## src/rtl/repeater_pkg.sv

```systemverilog
/*
 * Repeater constants and types.
 * Assumes 50 MHz clock; low = dominant.
 */
package repeater_pkg;

    // ------------------------------------------------------------
    // clock and tick
    // ------------------------------------------------------------
    localparam int CLK_MHZ       = 50;
    localparam int CLK_PERIOD_NS = 20;
    localparam int TICK_US       = 1;
    localparam int TICK_DIV      = TICK_US * CLK_MHZ;

    // ------------------------------------------------------------
    // dominant time-out
    // ------------------------------------------------------------
    localparam int DOM_TIMEOUT_MS = 25;
    localparam int DOM_MIN_MS     = 15;
    localparam int DOM_MAX_MS     = 45;
    localparam int TIMEOUT_TICKS  = DOM_TIMEOUT_MS * 1000 / TICK_US;
    localparam int MIN_TICKS      = DOM_MIN_MS * 1000 / TICK_US;
    localparam int MAX_TICKS      = DOM_MAX_MS * 1000 / TICK_US;

    // ------------------------------------------------------------
    // feedback suppression release
    // ------------------------------------------------------------
    localparam int BUS_ON_RX_NS   = 115;
    localparam int FBS_MIN_NS     = 5 + BUS_ON_RX_NS;
    localparam int FBS_MAX_NS     = 300;
    localparam int FBS_RELEASE_NS = 200;
    localparam int FBS_CYCLES     =
        (FBS_RELEASE_NS + CLK_PERIOD_NS - 1) / CLK_PERIOD_NS;
    localparam int FBS_MIN_CYCLES =
        (FBS_MIN_NS + CLK_PERIOD_NS - 1) / CLK_PERIOD_NS;
    localparam int FBS_MAX_CYCLES = FBS_MAX_NS / CLK_PERIOD_NS;

    // ------------------------------------------------------------
    // pins and trace
    // ------------------------------------------------------------
    localparam int PIN_W = 8;
    typedef struct packed {
        logic localTxN;
        logic expTxN;
        logic bus1Dis;
        logic bus2Dis;
        logic bus1CmpN;
        logic bus2CmpN;
        logic overTemp;
        logic belowPor;
    } pins_t;
    localparam logic [PIN_W-1:0] PIN_RESET = 8'hFD;

    localparam int TRACE_W     = 8;
    localparam int TRACE_DEPTH = 8;
    typedef struct packed {
        logic bus1Drv;
        logic bus2Drv;
        logic localRxN;
        logic expRxN;
        logic overTemp;
        logic bus1Mask;
        logic bus2Mask;
        logic anyTimeout;
    } trace_t;

    typedef enum logic [1:0] {
        FBS_IDLE  = 2'b00,
        FBS_DRIVE = 2'b01,
        FBS_HOLD  = 2'b10
    } fbs_state_t;

endpackage : repeater_pkg

```

## src/rtl/dom_timer.sv

```systemverilog
/*
 * Dominant time-out: recessive after LIMIT ticks.
 * Assumes a one-cycle tick.
 */
`timescale 1ns/1ps
module dom_timer #(
    parameter int LIMIT = 25000
) (
    // clock and reset
    input  wire logic ref_clk,
    input  wire logic rst_n,
    // control
    input  wire logic clear,
    input  wire logic tick,
    // level in and out, high = dominant
    input  wire logic domIn,
    output logic      domOut
);
    localparam int CW = $clog2(LIMIT + 1);
    localparam logic [CW-1:0] LIM = CW'(LIMIT);

    logic [CW-1:0] cnt_q;
    logic          expired;

    if (LIMIT < 1) begin : g_chk
        $error("dom_timer: LIMIT must be positive");
    end

    assign expired = (cnt_q == LIM);

    always_ff @(posedge ref_clk or negedge rst_n) begin
        if (!rst_n) begin
            cnt_q <= '0;
        end else if (clear || !domIn) begin
            cnt_q <= '0;
        end else if (tick && !expired) begin
            cnt_q <= cnt_q + CW'(1);
        end
    end

    assign domOut = domIn && !expired;

endmodule : dom_timer

```

## src/rtl/sync_fifo.sv

```systemverilog
/*
 * Single-clock valid/ready FIFO.
 * Assumes DEPTH a power of two.
 */
`timescale 1ns/1ps
module sync_fifo #(
    parameter int WIDTH = 8,
    parameter int DEPTH = 8
) (
    // clock and reset
    input  wire logic             ref_clk,
    input  wire logic             rst_n,
    // write side
    input  wire logic             wValid,
    output logic                  wReady,
    input  wire logic [WIDTH-1:0] wData,
    // read side
    output logic                  rValid,
    input  wire logic             rReady,
    output logic      [WIDTH-1:0] rData
);
    localparam int AW = $clog2(DEPTH);

    logic [WIDTH-1:0] mem_q [DEPTH];
    logic [AW-1:0]    wPtr_q;
    logic [AW-1:0]    rPtr_q;
    logic [AW:0]      count_q;
    logic             doWr;
    logic             doRd;

    if (DEPTH < 2 || (1 << AW) != DEPTH) begin : g_chk
        $error("sync_fifo: DEPTH must be a power of two >= 2");
    end

    assign wReady = (count_q != (AW+1)'(DEPTH));
    assign rValid = (count_q != '0);
    assign doWr   = wValid && wReady;
    assign doRd   = rValid && rReady;
    assign rData  = mem_q[rPtr_q];

    always_ff @(posedge ref_clk) begin
        if (doWr) begin
            mem_q[wPtr_q] <= wData;
        end
    end

    always_ff @(posedge ref_clk or negedge rst_n) begin
        if (!rst_n) begin
            wPtr_q  <= '0;
            rPtr_q  <= '0;
            count_q <= '0;
        end else begin
            if (doWr) begin
                wPtr_q <= wPtr_q + AW'(1);
            end
            if (doRd) begin
                rPtr_q <= rPtr_q + AW'(1);
            end
            if (doWr && !doRd) begin
                count_q <= count_q + (AW+1)'(1);
            end else if (doRd && !doWr) begin
                count_q <= count_q - (AW+1)'(1);
            end
        end
    end

endmodule : sync_fifo

```

## src/rtl/dual_bus_repeater.sv

```systemverilog
/*
 * Repeater logic of a dual-bus transceiver with a state trace.
 * Assumes pins async to ref_clk; analog side makes pin levels.
 */
`timescale 1ns/1ps

// Contract
// Open inputs read recessive.
// Low is dominant, high recessive.
// Received dominant drives enabled buses, rx low.
// Either tx low drives enabled buses.
// Local tx lowers both rx; expansion tx local rx only.
// Disabled bus stays recessive.
// Disabled receiver reads recessive, else comparator.
// Inputs timed; dominant over 25 ms forced recessive.
// Drivers on only for dominant.
// No priority between buses.
// Own driven bus receiver ignored.
// Reception masked a delay after driving.
// Below power-on: timers reset, inputs ignored, no tick.
// Below power-on: local rx high, outputs off, buses recessive.
// Over-temperature stops transmitters only.
// One bus fault spares the other.
// Release delay 5 ns plus bus-to-rx to 300 ns.
// Time-out 15 to 45 ms, 25 ms typical.
// Enabled buses act as one bus.
// Timers restart on recessive.
// Timers count ticks within allowed interval.
module dual_bus_repeater #(
    parameter int TIMEOUT_TICKS = repeater_pkg::TIMEOUT_TICKS,
    parameter int TICK_DIV      = repeater_pkg::TICK_DIV,
    parameter int FBS_CYCLES    = repeater_pkg::FBS_CYCLES,
    parameter int TRACE_DEPTH   = repeater_pkg::TRACE_DEPTH
) (
    // clock and reset
    input  wire logic                 ref_clk,
    input  wire logic                 rst_n,
    // controller and expansion inputs, low = dominant
    input  wire logic                 localTxIn,
    input  wire logic                 expTxIn,
    // bus disables, high = disabled
    input  wire logic                 bus1Disable,
    input  wire logic                 bus2Disable,
    // receive outputs with output enables
    output logic                      localRxOut,
    output logic                      localRxOe,
    output logic                      expRxOut,
    output logic                      expRxOe,
    // bus comparators, low = dominant
    input  wire logic                 bus1CmpIn,
    input  wire logic                 bus2CmpIn,
    // bus driver enables, high = driving dominant
    output logic                      bus1DrvOn,
    output logic                      bus2DrvOn,
    // supply and temperature monitors
    input  wire logic                 thermalShutdown,
    input  wire logic                 belowPor,
    // state trace stream
    output logic                      traceValid,
    input  wire logic                 traceReady,
    output repeater_pkg::trace_t      traceData
);

    // ------------------------------------------------------------
    // elaboration checks
    // ------------------------------------------------------------
    // time-out inside allowed spread
    if (TIMEOUT_TICKS < repeater_pkg::MIN_TICKS ||
        TIMEOUT_TICKS > repeater_pkg::MAX_TICKS) begin : g_chkTo
        $error("time-out out of range");
    end
    // release delay bounds
    if (FBS_CYCLES < repeater_pkg::FBS_MIN_CYCLES ||
        FBS_CYCLES > repeater_pkg::FBS_MAX_CYCLES) begin : g_chkFbs
        $error("release delay out of range");
    end
    if (TICK_DIV < 2) begin : g_chkDiv
        $error("TICK_DIV below 2");
    end

    localparam int DW = $clog2(TICK_DIV);
    localparam int FW = $clog2(FBS_CYCLES + 1);
    localparam int PW = repeater_pkg::PIN_W;

    // ------------------------------------------------------------
    // declarations
    // ------------------------------------------------------------
    repeater_pkg::pins_t    pinRaw;
    repeater_pkg::pins_t    pinS;
    logic [PW-1:0]          meta_q;
    logic [PW-1:0]          sync_q;
    logic                   por;
    logic                   overTemp;
    logic [DW-1:0]          div_q;
    logic                   tick;
    logic [1:0]             busEn;
    logic [1:0]             rxGated;
    logic [1:0]             rxUnmasked;
    logic [1:0]             mask;
    logic [3:0]             timerIn;
    logic [3:0]             timed;
    logic                   txL;
    logic                   txE;
    logic [1:0]             rx;
    logic [1:0]             drvReq;
    logic [1:0]             drv_d;
    logic [1:0]             drv_q;
    logic                   localRx_d;
    logic                   expRx_d;
    logic                   localRx_q;
    logic                   expRx_q;
    logic                   expOe_q;
    logic                   anyTimeout;
    repeater_pkg::trace_t   traceNow;
    repeater_pkg::trace_t   traceLast_q;
    repeater_pkg::trace_t   pend_q;
    logic                   pending_q;
    logic                   pendReady;

    // ------------------------------------------------------------
    // pin synchronisers
    // ------------------------------------------------------------
    assign pinRaw = {localTxIn, expTxIn, bus1Disable, bus2Disable,
                     bus1CmpIn, bus2CmpIn, thermalShutdown, belowPor};

    for (genvar i = 0; i < PW; i++) begin : g_sync
        // recessive while unresolved
        always_ff @(posedge ref_clk or negedge rst_n) begin
            if (!rst_n) begin
                meta_q[i] <= repeater_pkg::PIN_RESET[i];
                sync_q[i] <= repeater_pkg::PIN_RESET[i];
            end else begin
                meta_q[i] <= pinRaw[i];
                sync_q[i] <= meta_q[i];
            end
        end
    end

    assign pinS     = repeater_pkg::pins_t'(sync_q);
    assign por      = pinS.belowPor;
    assign overTemp = pinS.overTemp;

    // ------------------------------------------------------------
    // oscillator tick divider
    // ------------------------------------------------------------
    // oscillator held stopped
    always_ff @(posedge ref_clk or negedge rst_n) begin
        if (!rst_n) begin
            div_q <= '0;
        end else if (por || div_q == DW'(TICK_DIV - 1)) begin
            div_q <= '0;
        end else begin
            div_q <= div_q + DW'(1);
        end
    end

    // time base for timers
    assign tick = !por && (div_q == DW'(TICK_DIV - 1));

    // ------------------------------------------------------------
    // receiver gating and feedback suppression
    // ------------------------------------------------------------
    // high disable pin level turns the bus off
    assign busEn = {!pinS.bus2Dis, !pinS.bus1Dis};

    // disabled receiver reads recessive
    assign rxGated = {busEn[1] && !pinS.bus2CmpN,
                      busEn[0] && !pinS.bus1CmpN};

    for (genvar b = 0; b < 2; b++) begin : g_fbs
        repeater_pkg::fbs_state_t state_q;
        logic [FW-1:0]            hold_q;

        always_ff @(posedge ref_clk or negedge rst_n) begin
            if (!rst_n) begin
                state_q <= repeater_pkg::FBS_IDLE;
                hold_q  <= '0;
            end else if (por) begin
                state_q <= repeater_pkg::FBS_IDLE;
                hold_q  <= '0;
            end else begin
                case (state_q)
                    repeater_pkg::FBS_IDLE: begin
                        // mask from first driven cycle
                        if (drv_q[b]) begin
                            state_q <= repeater_pkg::FBS_DRIVE;
                        end
                    end
                    repeater_pkg::FBS_DRIVE: begin
                        // start release delay
                        if (!drv_q[b]) begin
                            state_q <= repeater_pkg::FBS_HOLD;
                            hold_q  <= FW'(FBS_CYCLES - 1);
                        end
                    end
                    repeater_pkg::FBS_HOLD: begin
                        if (drv_q[b]) begin
                            state_q <= repeater_pkg::FBS_DRIVE;
                        end else if (hold_q == '0) begin
                            state_q <= repeater_pkg::FBS_IDLE;
                        end else begin
                            hold_q <= hold_q - FW'(1);
                        end
                    end
                    default: begin
                        state_q <= repeater_pkg::FBS_IDLE;
                    end
                endcase
            end
        end

        // registered drive: no loop through rx, echo is 2 syncs late
        assign mask[b] = (state_q != repeater_pkg::FBS_IDLE) || drv_q[b];
    end

    // own transmission not reflected
    assign rxUnmasked = rxGated & ~mask;

    // ------------------------------------------------------------
    // dominant time-out timers
    // ------------------------------------------------------------
    assign timerIn = {rxUnmasked[1], rxUnmasked[0],
                      !pinS.expTxN, !pinS.localTxN};

    for (genvar t = 0; t < 4; t++) begin : g_timer
        // independent timer per source
        // restart on recessive
        dom_timer #(
            .LIMIT  (TIMEOUT_TICKS)
        ) u_timer (
            .ref_clk(ref_clk),
            .rst_n  (rst_n),
            .clear  (por),
            .tick   (tick),
            .domIn  (timerIn[t]),
            .domOut (timed[t])
        );
    end

    // inputs ignored below threshold
    assign txL = timed[0] && !por;
    assign txE = timed[1] && !por;
    assign rx  = timed[3:2] & {2{!por}};

    assign anyTimeout = |(timerIn & ~timed);

    // ------------------------------------------------------------
    // repeater logic
    // ------------------------------------------------------------
    // transmit inputs drive enabled buses
    // received dominant repeated to other bus
    // symmetric cross terms
    // buses joined as one
    assign drvReq[0] = busEn[0] && (txL || txE || rx[1]);
    assign drvReq[1] = busEn[1] && (txL || txE || rx[0]);

    // disabled bus stays passive
    // thermal stop of drivers only
    // each bus gated on its own
    assign drv_d = drvReq & {2{!overTemp && !por}};

    // direct paths regardless of enables
    // receiver dominant on both outputs
    assign localRx_d = !(txL || txE || rx[0] || rx[1]);
    assign expRx_d   = !(txL || rx[0] || rx[1]);

    // ------------------------------------------------------------
    // output registers
    // ------------------------------------------------------------
    // drivers active only for dominant
    always_ff @(posedge ref_clk or negedge rst_n) begin
        if (!rst_n) begin
            drv_q <= '0;
        end else begin
            drv_q <= drv_d;
        end
    end

    // reset output states
    always_ff @(posedge ref_clk or negedge rst_n) begin
        if (!rst_n) begin
            localRx_q <= 1'b1;
            expRx_q   <= 1'b1;
            expOe_q   <= 1'b0;
        end else if (por) begin
            localRx_q <= 1'b1;
            expRx_q   <= 1'b1;
            expOe_q   <= 1'b0;
        end else begin
            localRx_q <= localRx_d;
            expRx_q   <= expRx_d;
            expOe_q   <= 1'b1;
        end
    end

    assign bus1DrvOn  = drv_q[0];
    assign bus2DrvOn  = drv_q[1];
    assign localRxOut = localRx_q;
    assign localRxOe  = 1'b1;
    assign expRxOut   = expRx_q;
    assign expRxOe    = expOe_q;

    // ------------------------------------------------------------
    // state trace capture
    // ------------------------------------------------------------
    assign traceNow = {
        drv_q[0],
        drv_q[1],
        localRx_q,
        expRx_q,
        overTemp,
        mask[0],
        mask[1],
        anyTimeout
    };

    // newest change, held while full
    always_ff @(posedge ref_clk or negedge rst_n) begin
        if (!rst_n) begin
            traceLast_q <= '0;
            pend_q      <= '0;
            pending_q   <= 1'b0;
        end else if (traceNow != traceLast_q) begin
            traceLast_q <= traceNow;
            pend_q      <= traceNow;
            pending_q   <= 1'b1;
        end else if (pendReady) begin
            pending_q   <= 1'b0;
        end
    end

    sync_fifo #(
        .WIDTH  (repeater_pkg::TRACE_W),
        .DEPTH  (TRACE_DEPTH)
    ) u_fifo (
        .ref_clk(ref_clk),
        .rst_n  (rst_n),
        .wValid (pending_q),
        .wReady (pendReady),
        .wData  (pend_q),
        .rValid (traceValid),
        .rReady (traceReady),
        .rData  (traceData)
    );

endmodule : dual_bus_repeater

```

## config.mk

```make
export PLATFORM = sky130hd
export DESIGN_NAME = dual_bus_repeater
export DESIGN_NICKNAME = d
export VERILOG_FILES = /design/src/rtl/repeater_pkg.sv /design/src/rtl/dom_timer.sv /design/src/rtl/sync_fifo.sv /design/src/rtl/dual_bus_repeater.sv
export SDC_FILE = /design/constraint.sdc
export NUM_CORES = 1
export LEC_CHECK = 0
export ABC_CLOCK_PERIOD_IN_PS = 2850
export BUFFER_PORTS_ARGS = -buffer_cell sky130_fd_sc_hd__clkbuf_2
export CAP_MARGIN = 20
export CORE_MARGIN = 1
export CORE_UTILIZATION = 60
export CTS_BUF_LIST = sky130_fd_sc_hd__clkbuf_4 sky130_fd_sc_hd__clkbuf_8 sky130_fd_sc_hd__clkbuf_16
export CTS_CLUSTER_SIZE = 10
export DETAILED_ROUTE_END_ITERATION = 10
export PLACE_DENSITY = 0.73
export SYNTH_ARGS = -nofsm -noshare
export SYNTH_HDL_FRONTEND = slang
export SYNTH_SLANG_ARGS = --single-unit
```

## constraint.sdc

```tcl
create_clock -name ref_clk -period 2.85 [get_ports ref_clk]
set_input_delay 0.1425 -clock ref_clk [delete_from_list [all_inputs] [get_ports ref_clk]]
set_output_delay 0.1425 -clock ref_clk [all_outputs]
set_load 0.01 [all_outputs]
```

==> key figures, run 1 <==
Run status
  – Status: finished, final reports clean

Clock tree
  – Clk buf depth: 2
  – Reg clk slew, reported paths: 0.06 ns
  – TritonCTS clock tree: done
  – Clock Latency Late Sink: 0.43 ns
  – Clock sink total: 182
  – Clk root buf: clkbuf_16
  – Post_cts resized: 0
  – Htree depth: 4
  – CTS Buf Count: 17
  – Number of setup buffers added after CTS: 0

Yosys
  – Ys async rst share: 0.648
  – Adder-cell share of the synthesized area: 0.0313
  – Synthesized cell area: 8240 um^2
  – FF+latch count, synth: 182
  – EDFF count, synth: 64
  – Compound-Gate Fraction of Synth Area: 0.0355
  – Ys Warns: 0
  – Xor and xnor area share after synthesis: 0.0733
  – Gate Count Post-Synth: 666
  – Synth Area in Simple Gates: 0.182
  – Mux cell area share after synthesis: 0.0574
  – Main combinational cell family by area after synthesis: simple AND/OR/NAND/NOR gates
  – Post-Syn Nets: 697
  – Avg Inst Size Synth: 12.4 um^2
  – Seq/Total Area, Yosys: 0.594
  – Library cells used by synthesis: 59
  – Top_reg_cell synth: dfrtp_1

Global routing
  – GR Util All Layers: 0.249
  – Global route total overflow: 0
  – Initial antenna violation count: 0
  – Vias in the first global route: 5322
  – First-pass GRT wire length: 26900 um
  – Largest net degree at the start of global routing: 62

Power
  – Pwr dens: 761 nW/um^2
  – Max VDD drop: 0.449 mV
  – Leak: 3.62 nW

Timing
  – Hold Fails Final Rpt: 0
  – Max Fclk: 384 MHz
  – RSZ-0062 raised after global routing: no
  – Post-layout min period: 2.60 ns
  – Max-slew headroom: 0.456
  – Worst Clk Skew: 0.00903 ns
  – Final Cycle Share: 0.914
  – Max-slew violations: 0
  – Least-Margin Pin Slew: 0.816 ns
  – Setup violators final: 0
  – Setup TNS: 0 ns

Critical path
  – FF-to-FF path depth: 12
  – Crit path max fanout: 7
  – WP data arrival: 2.91 ns
  – RR Endpoint: u_fifo.count_q[3]
  – WP buf/inv: 2
  – Crit. End Element: flop
  – Launch point of the worst reg-to-reg path: u_fifo.count_q[0]
  – Crit Path Class: flop to flop
  – Startpoint Class: flop
  – Slowest stage cell, crit path: dfrtp_1
  – Worst path cell trace: nor3_1 -> nand2_1 -> nand2_1 -> inv_1 -> ha_1 -> inv_1 -> ha_1 -> a21o_1 -> a21oi_1 -> xnor2_1 -> nor2_1 -> xor2_1
  – Max incr delay on CP: 0.43 ns
  – Critical Path RT: 3.16 ns
  – FF-to-FF setup slack: 0.25 ns
  – Top Family by Delay on Critical Path: simple AND/OR/NAND/NOR gates

Drt
  – ANT nets after route: 0
  – WL/cell: 17.6 um
  – Vias: 5235
  – DRC: 0
  – Vias per cell: 5.86
  – 1st-pass router iterations: 7
  – Drt total wl: 15700 um
  – Detailed Route Iter0 Violations: 390

Layout
  – Nets: 736
  – Layout cells sized above 1: 0.181
  – ANT cells: 0
  – Post-Layout Cell Count: 894
  – Layout area overhead: 12.4%

Min path
  – Worst hold-check path type: input port to asynchronous set/reset pin

Placement
  – HPWL Detailed: 10300 um
  – Placed Instances: 852
  – Buffers on Ports: 24
  – GP Congestion: 0.857

Die
  – # IOs: 26
  – Core Area: 13300 um^2
  – Rows: 42
  – Die X: 119 um
  – Die Footprint: 14200 um^2
  – Initial Util: 0.618
  – Die height: 119 um

Job
  – Reported max-cap violation count: 0
==> layout make-up <==
cell class / instances / area, um^2
clock inverter: 14 / 139
timing repair buffer: 52 / 370
inverter: 21 / 78.8
sequential: 182 / 4890
fill: 923 / 4080
multi-input combinational: 431 / 3130
clock buffer: 18 / 433
tap: 176 / 220
==> placed cells by master (no fill, tap or decap), types with 5 or more instances in the layout <==
cell type / count
xor2_1: 30
or3_1: 7
edfxtp_1: 64
clkbuf_2: 23
nor3_1: 22
and4_1: 5
nand2_1: 44
nand3_1: 27
nand2b_1: 9
mux4_2: 16
inv_1: 21
dlygate4sd3_1: 10
nor4_1: 15
buf_4: 18
clkbuf_16: 17
ha_1: 19
and2_1: 5
dfrtp_1: 102
a21oi_1: 12
nor4b_1: 11
mux2_2: 10
nand4_1: 15
and3_1: 12
xnor2_1: 39
dfstp_2: 16
o21ai_0: 8
nor2_1: 68
==> routing by layer <==
metal | vias to the layer above | part of all wire | track usage
li1 | 2463 | - | -
met1 | 2639 | 0.44 | 0.324
met2 | 114 | 0.51 | 0.415
met3 | 19 | 0.036 | 0.0556
met4 | 0 | 0.014 | 0.0831
met5 | - | 0 | 0
==> worst max path at each step <==
| stage | cells past startpoint | to | startpoint | slack [ns] |
|---|---|---|---|---|
| after floorplan | 12 | u_fifo.count_q[3] | u_fifo.count_q[0] | 0.51 |
| after global placement | 12 | u_fifo.count_q[3] | u_fifo.count_q[0] | 0.36 |
| after detailed placement | 12 | u_fifo.count_q[3] | u_fifo.count_q[0] | 0.27 |
| after CTS | 12 | u_fifo.count_q[3] | u_fifo.count_q[0] | 0.25 |
| after global routing | 12 | u_fifo.count_q[3] | u_fifo.count_q[0] | 0.07 |
| final | 12 | u_fifo.count_q[3] | u_fifo.count_q[0] | 0.25 |
==> synth_stat cells (15+ instances only) <==
cell        n  area (um^2)
nand3_1    27          135
edfxtp_1   64         1920
xor2_1     30          263
nor2_1     68          255
mux4_2     16          360
dfstp_2    16          420
nand2_1    44          165
ha_1       19          238
nor4_1     15         93.8
inv_1      21         78.8
xnor2_1    39          342
clkbuf_1   21         78.8
dfrtp_1   102         2550
nor3_1     22          110
nand4_1    15         93.8
==> report_power, final <==
group	switching [W]	internal [W]	total, W
Clock	0.00102	0.00124	0.00226
Combinational	0.000698	0.000732	0.00143
Sequential	0.000261	0.00311	0.00337
Total	0.00198	0.00507	0.00705
==> repair_timing <==
action                                  CTS  global route
endpoints found under the setup margin    0             0
hold buffers                             10             0
endpoints found under the hold margin    66             0
==> registers in the layout, indices dropped and copies added (netlist names), 2 cells and up <==
| signal | count |
|---|---|
| u_fifo.mem_q | 64 |
| pend_q | 8 |
| g_fbs.hold_q | 8 |
| div_q | 6 |
| g_timer.u_timer.cnt_q | 60 |
| u_fifo.count_q | 4 |
| g_fbs.state_q | 4 |
| drv_q | 2 |
| u_fifo.wPtr_q | 3 |
| u_fifo.rPtr_q | 3 |
| pinS | 6 |
| meta_q | 8 |
==> metrics by stage <==
step                power, W  hold slack [ns]  area, um^2  setup slack, ns   util
floorplan            0.00434           -0.153        8240            0.511      -
global route         0.00738            0.331        9270           0.0670  0.694
detailed placement   0.00484            0.232        8600            0.267  0.644
finish               0.00705            0.338        9270            0.246  0.694
CTS                  0.00712            0.324        9270            0.246  0.694
global placement     0.00477            0.230        8600            0.363  0.644
==> cells by family (layout without fill, tap and decap cells) <==
group           count (synthesis)  after routing
mux                            26             26
fa+ha+maj                      20             20
other cells                     1              1
compound gates                 42             42
simple gates                  273            273
buf+inv                        53            105
flops                         182            182
xor+xnor                       69             69
Power figures use the tool's default switching activity.
==> run 2, diff against run 1 <==
- BUFFER_PORTS_ARGS: -buffer_cell sky130_fd_sc_hd__clkbuf_2 -> not set
- DONT_BUFFER_PORTS: not set -> 1
- PLACE_DENSITY: 0.73 -> 0.72
==> run 2 against run 1 <==
Clock skew shrank 0.0015 ns; register-to-register slack is essentially flat; core utilization shrank 0.98 points.
==> key figures, run 2 (same netlist as run 1, synthesis figures left out) <==
Drt
  – Detailed Route Iter0 Violations: 519 (+33%)
  – 1st-pass router iterations: 5 (-2)
  – Vias per cell: 5.81 (-0.84%)
  – DRC: 0 (unchanged)
  – WL/cell: 17.7 um (+0.76%)
  – Drt total wl: 15400 um (-2.2%)
  – Vias: 5040 (-3.7%)
  – ANT nets after route: 0 (unchanged)

Power
  – Psw: 0.00195 W (-1.5%)
  – Share of total power in combinational logic: 0.194 (-0.009)
  – Flop pwr share: 0.484 (+0.007)
  – Leak: 3.52 nW (-2.8%)
  – Pwr dens: 761 nW/um^2 (about the same)
  – Clk pwr share: 0.321 (about the same)
  – Switching portion of total power: 0.280 (about the same)
  – Pint: 0.00500 W (-1.5%)
  – Max VDD drop: 0.480 mV (+6.9%)

Layout
  – Regs by FF count: u_fifo.mem_q: 64 flops, g_timer.u_timer.cnt_q: 60 flops
  – Most frequent cells in the layout: dfrtp_1 (102), nor2_1 (68), edfxtp_1 (64), nand2_1 (43), xnor2_1 (39)
  – Post-layout instance area: 9140 um^2 (-1.4%)
  – Layout area overhead: 10.8%
  – Nets: 710 (-3.5%)
  – ANT cells: 0 (unchanged)
  – Core Util, Final: 0.684 (-0.00984)
  – Max reg flops: 64 (unchanged)
  – Commonest non-fill, non-tap cell in the layout: dfrtp_1
  – Layout cells sized above 1: 0.153 (-0.0279)
  – Biggest register: u_fifo.mem_q

Placement
  – GP Congestion: 0.855 (-0.26%)
  – Buffers on Ports: 0 (-100%)
  – Post-DP Area: 8440 um^2 (-1.8%)
  – HPWL Detailed: 9980 um (-3.5%)

Critical path
  – Launch point of the worst reg-to-reg path: u_fifo.count_q[0]
  – WP data arrival: 2.92 ns (about the same)
  – Crit path max fanout: 7 (unchanged)
  – Crit. End Element: flop
  – CP Launch Point: u_fifo.count_q[0]
  – Crit Path Class: flop to flop
  – Startpoint Class: flop
  – Critical Path RT: 3.16 ns (about the same)

Global routing
  – Global route total overflow: 0 (unchanged)
  – Vias in the first global route: 5155 (-3.1%)
  – GR Util All Layers: 0.240 (-0.00901)
  – Largest net degree at the start of global routing: 119 (+92%)
  – Initial antenna violation count: 0 (unchanged)
  – First-pass GRT wire length: 25900 um (-3.8%)

Die
  – Initial Util: 0.618 (unchanged)
  – # IOs: 26 (unchanged)
  – Core Area: 13300 um^2 (unchanged)
  – Die X: 119 um (unchanged)
  – Die height: 119 um (unchanged)
  – Die Footprint: 14200 um^2 (unchanged)
  – Rows: 42 (unchanged)

Clock tree
  – Number of setup buffers added after CTS: 0 (unchanged)
  – Clock sink total: 182 (unchanged)
  – Htree depth: 4 (unchanged)
  – Reg clk slew, reported paths: 0.07 ns (about the same)
  – CTS Buf Count: 17 (unchanged)
  – TritonCTS clock tree: done
  – Clk buf depth: 2 (unchanged)
  – Clock Latency Late Sink: 0.43 ns (about the same)
  – Clk root buf: clkbuf_16

Timing
  – Max-slew violations: 0 (unchanged)
  – Setup TNS: 0 ns (unchanged)
  – Max Fclk: 383 MHz (-0.25%)
  – RSZ-0062 raised after global routing: no
  – Hold Fails Final Rpt: 0 (unchanged)
  – Least-Margin Pin Slew: 0.792 ns (-0.0244 ns)
  – Final Cycle Share: 0.916 (+0.00225)
  – Post-layout min period: 2.61 ns (+0.00640 ns)
  – Max-slew headroom: 0.472 (+0.0162)
  – Worst Clk Skew: 0.00752 ns (-0.00151 ns)
  – Setup violators final: 0 (unchanged)

Job
  – Reported max-cap violation count: 0 (unchanged)

Run status
  – Status: finished, final reports clean

Min path
  – Hold_sp: expTxIn
  – Worst hold-check path type: input port to flop
run 2: cell count changes in the layout (fill, tap and decap cells not counted), sizes merged:
cell | before | now
inv | 28 | 25
clkbuf | 41 | 19
clkinv | 2 | 6
buf | 19 | 16
clkinvlp | 4 | 2
run 2: worst paths after layout:
kind | to | slack (ns) | depth (start not counted)
hold reg to reg | pinS[2] | 0.36 | 0
max in group asynchronous | por | 2.08 | 2
setup reg to reg | u_fifo.count_q[3] | 0.24 | 12
min in group asynchronous | pend_q[7] | 0.31 | 2
setup / recovery | u_fifo.count_q[3] | 0.24 | 12
hold / removal | meta_q[6] | 0.25 | 1
run 2: per-layer routing:
layer	global-route usage	share of wire	up-vias
li1	-	-	2415
met1	0.312	0.45	2526
met2	0.398	0.51	84
met3	0.0565	0.030	15
met4	0.0807	0.0089	0
met5	0	0	-
run 2: area by class of cell:
| class | instances | area (um^2) |
|---|---|---|
| clock buffer | 19 | 440 |
| tap | 176 | 220 |
| timing repair buffer | 26 | 240 |
| multi-input combinational | 431 | 3140 |
| inverter | 21 | 78.8 |
| fill | 948 | 4210 |
| sequential | 182 | 4890 |
| clock inverter | 13 | 123 |
run 2: worst max-delay path, stage by stage (launching register included):
cell and delay [ns]:
dfrtp_1 0.44, nor3_2 0.32, nand2_1 0.11, nand2_2 0.16, inv_1 0.12, ha_1 0.22, inv_1 0.14, ha_1 0.25
a21o_1 0.18, a21oi_1 0.18, xnor2_1 0.14, nor2_1 0.08, xor2_1 0.15
run 2: timing repair:
item / in CTS / in global routing
hold buffers: 11 / 0
resized for setup: 0 / 2
endpoints found under the hold margin: 128 / 0
endpoints found under the setup margin: 0 / 1
run 2: stage by stage:
stage | hold WS (ns) | instances | total power, W | worst slack (ns)
after global routing | 0.231 | 868 | 0.00725 | 0.0499
after detailed placement | -0.150 | 825 | 0.00471 | 0.195
final | 0.254 | 868 | 0.00695 | 0.240
after global placement | -0.151 | 825 | 0.00464 | 0.303
after floorplan | -0.153 | 666 | 0.00434 | 0.511
after CTS | 0.236 | 868 | 0.00701 | 0.0710
run 2: power by group through the flow:
stage	Sequential (W)	Combinational (W)	Clock, W
2_1_floorplan	0.00327	0.00106	0
3_3_place_gp	0.00339	0.00126	0
3_5_place_dp	0.00342	0.00129	0
4_1_cts	0.00337	0.00136	0.00228
5_1_grt	0.00341	0.00147	0.00237
6_report	0.00337	0.00135	0.00223
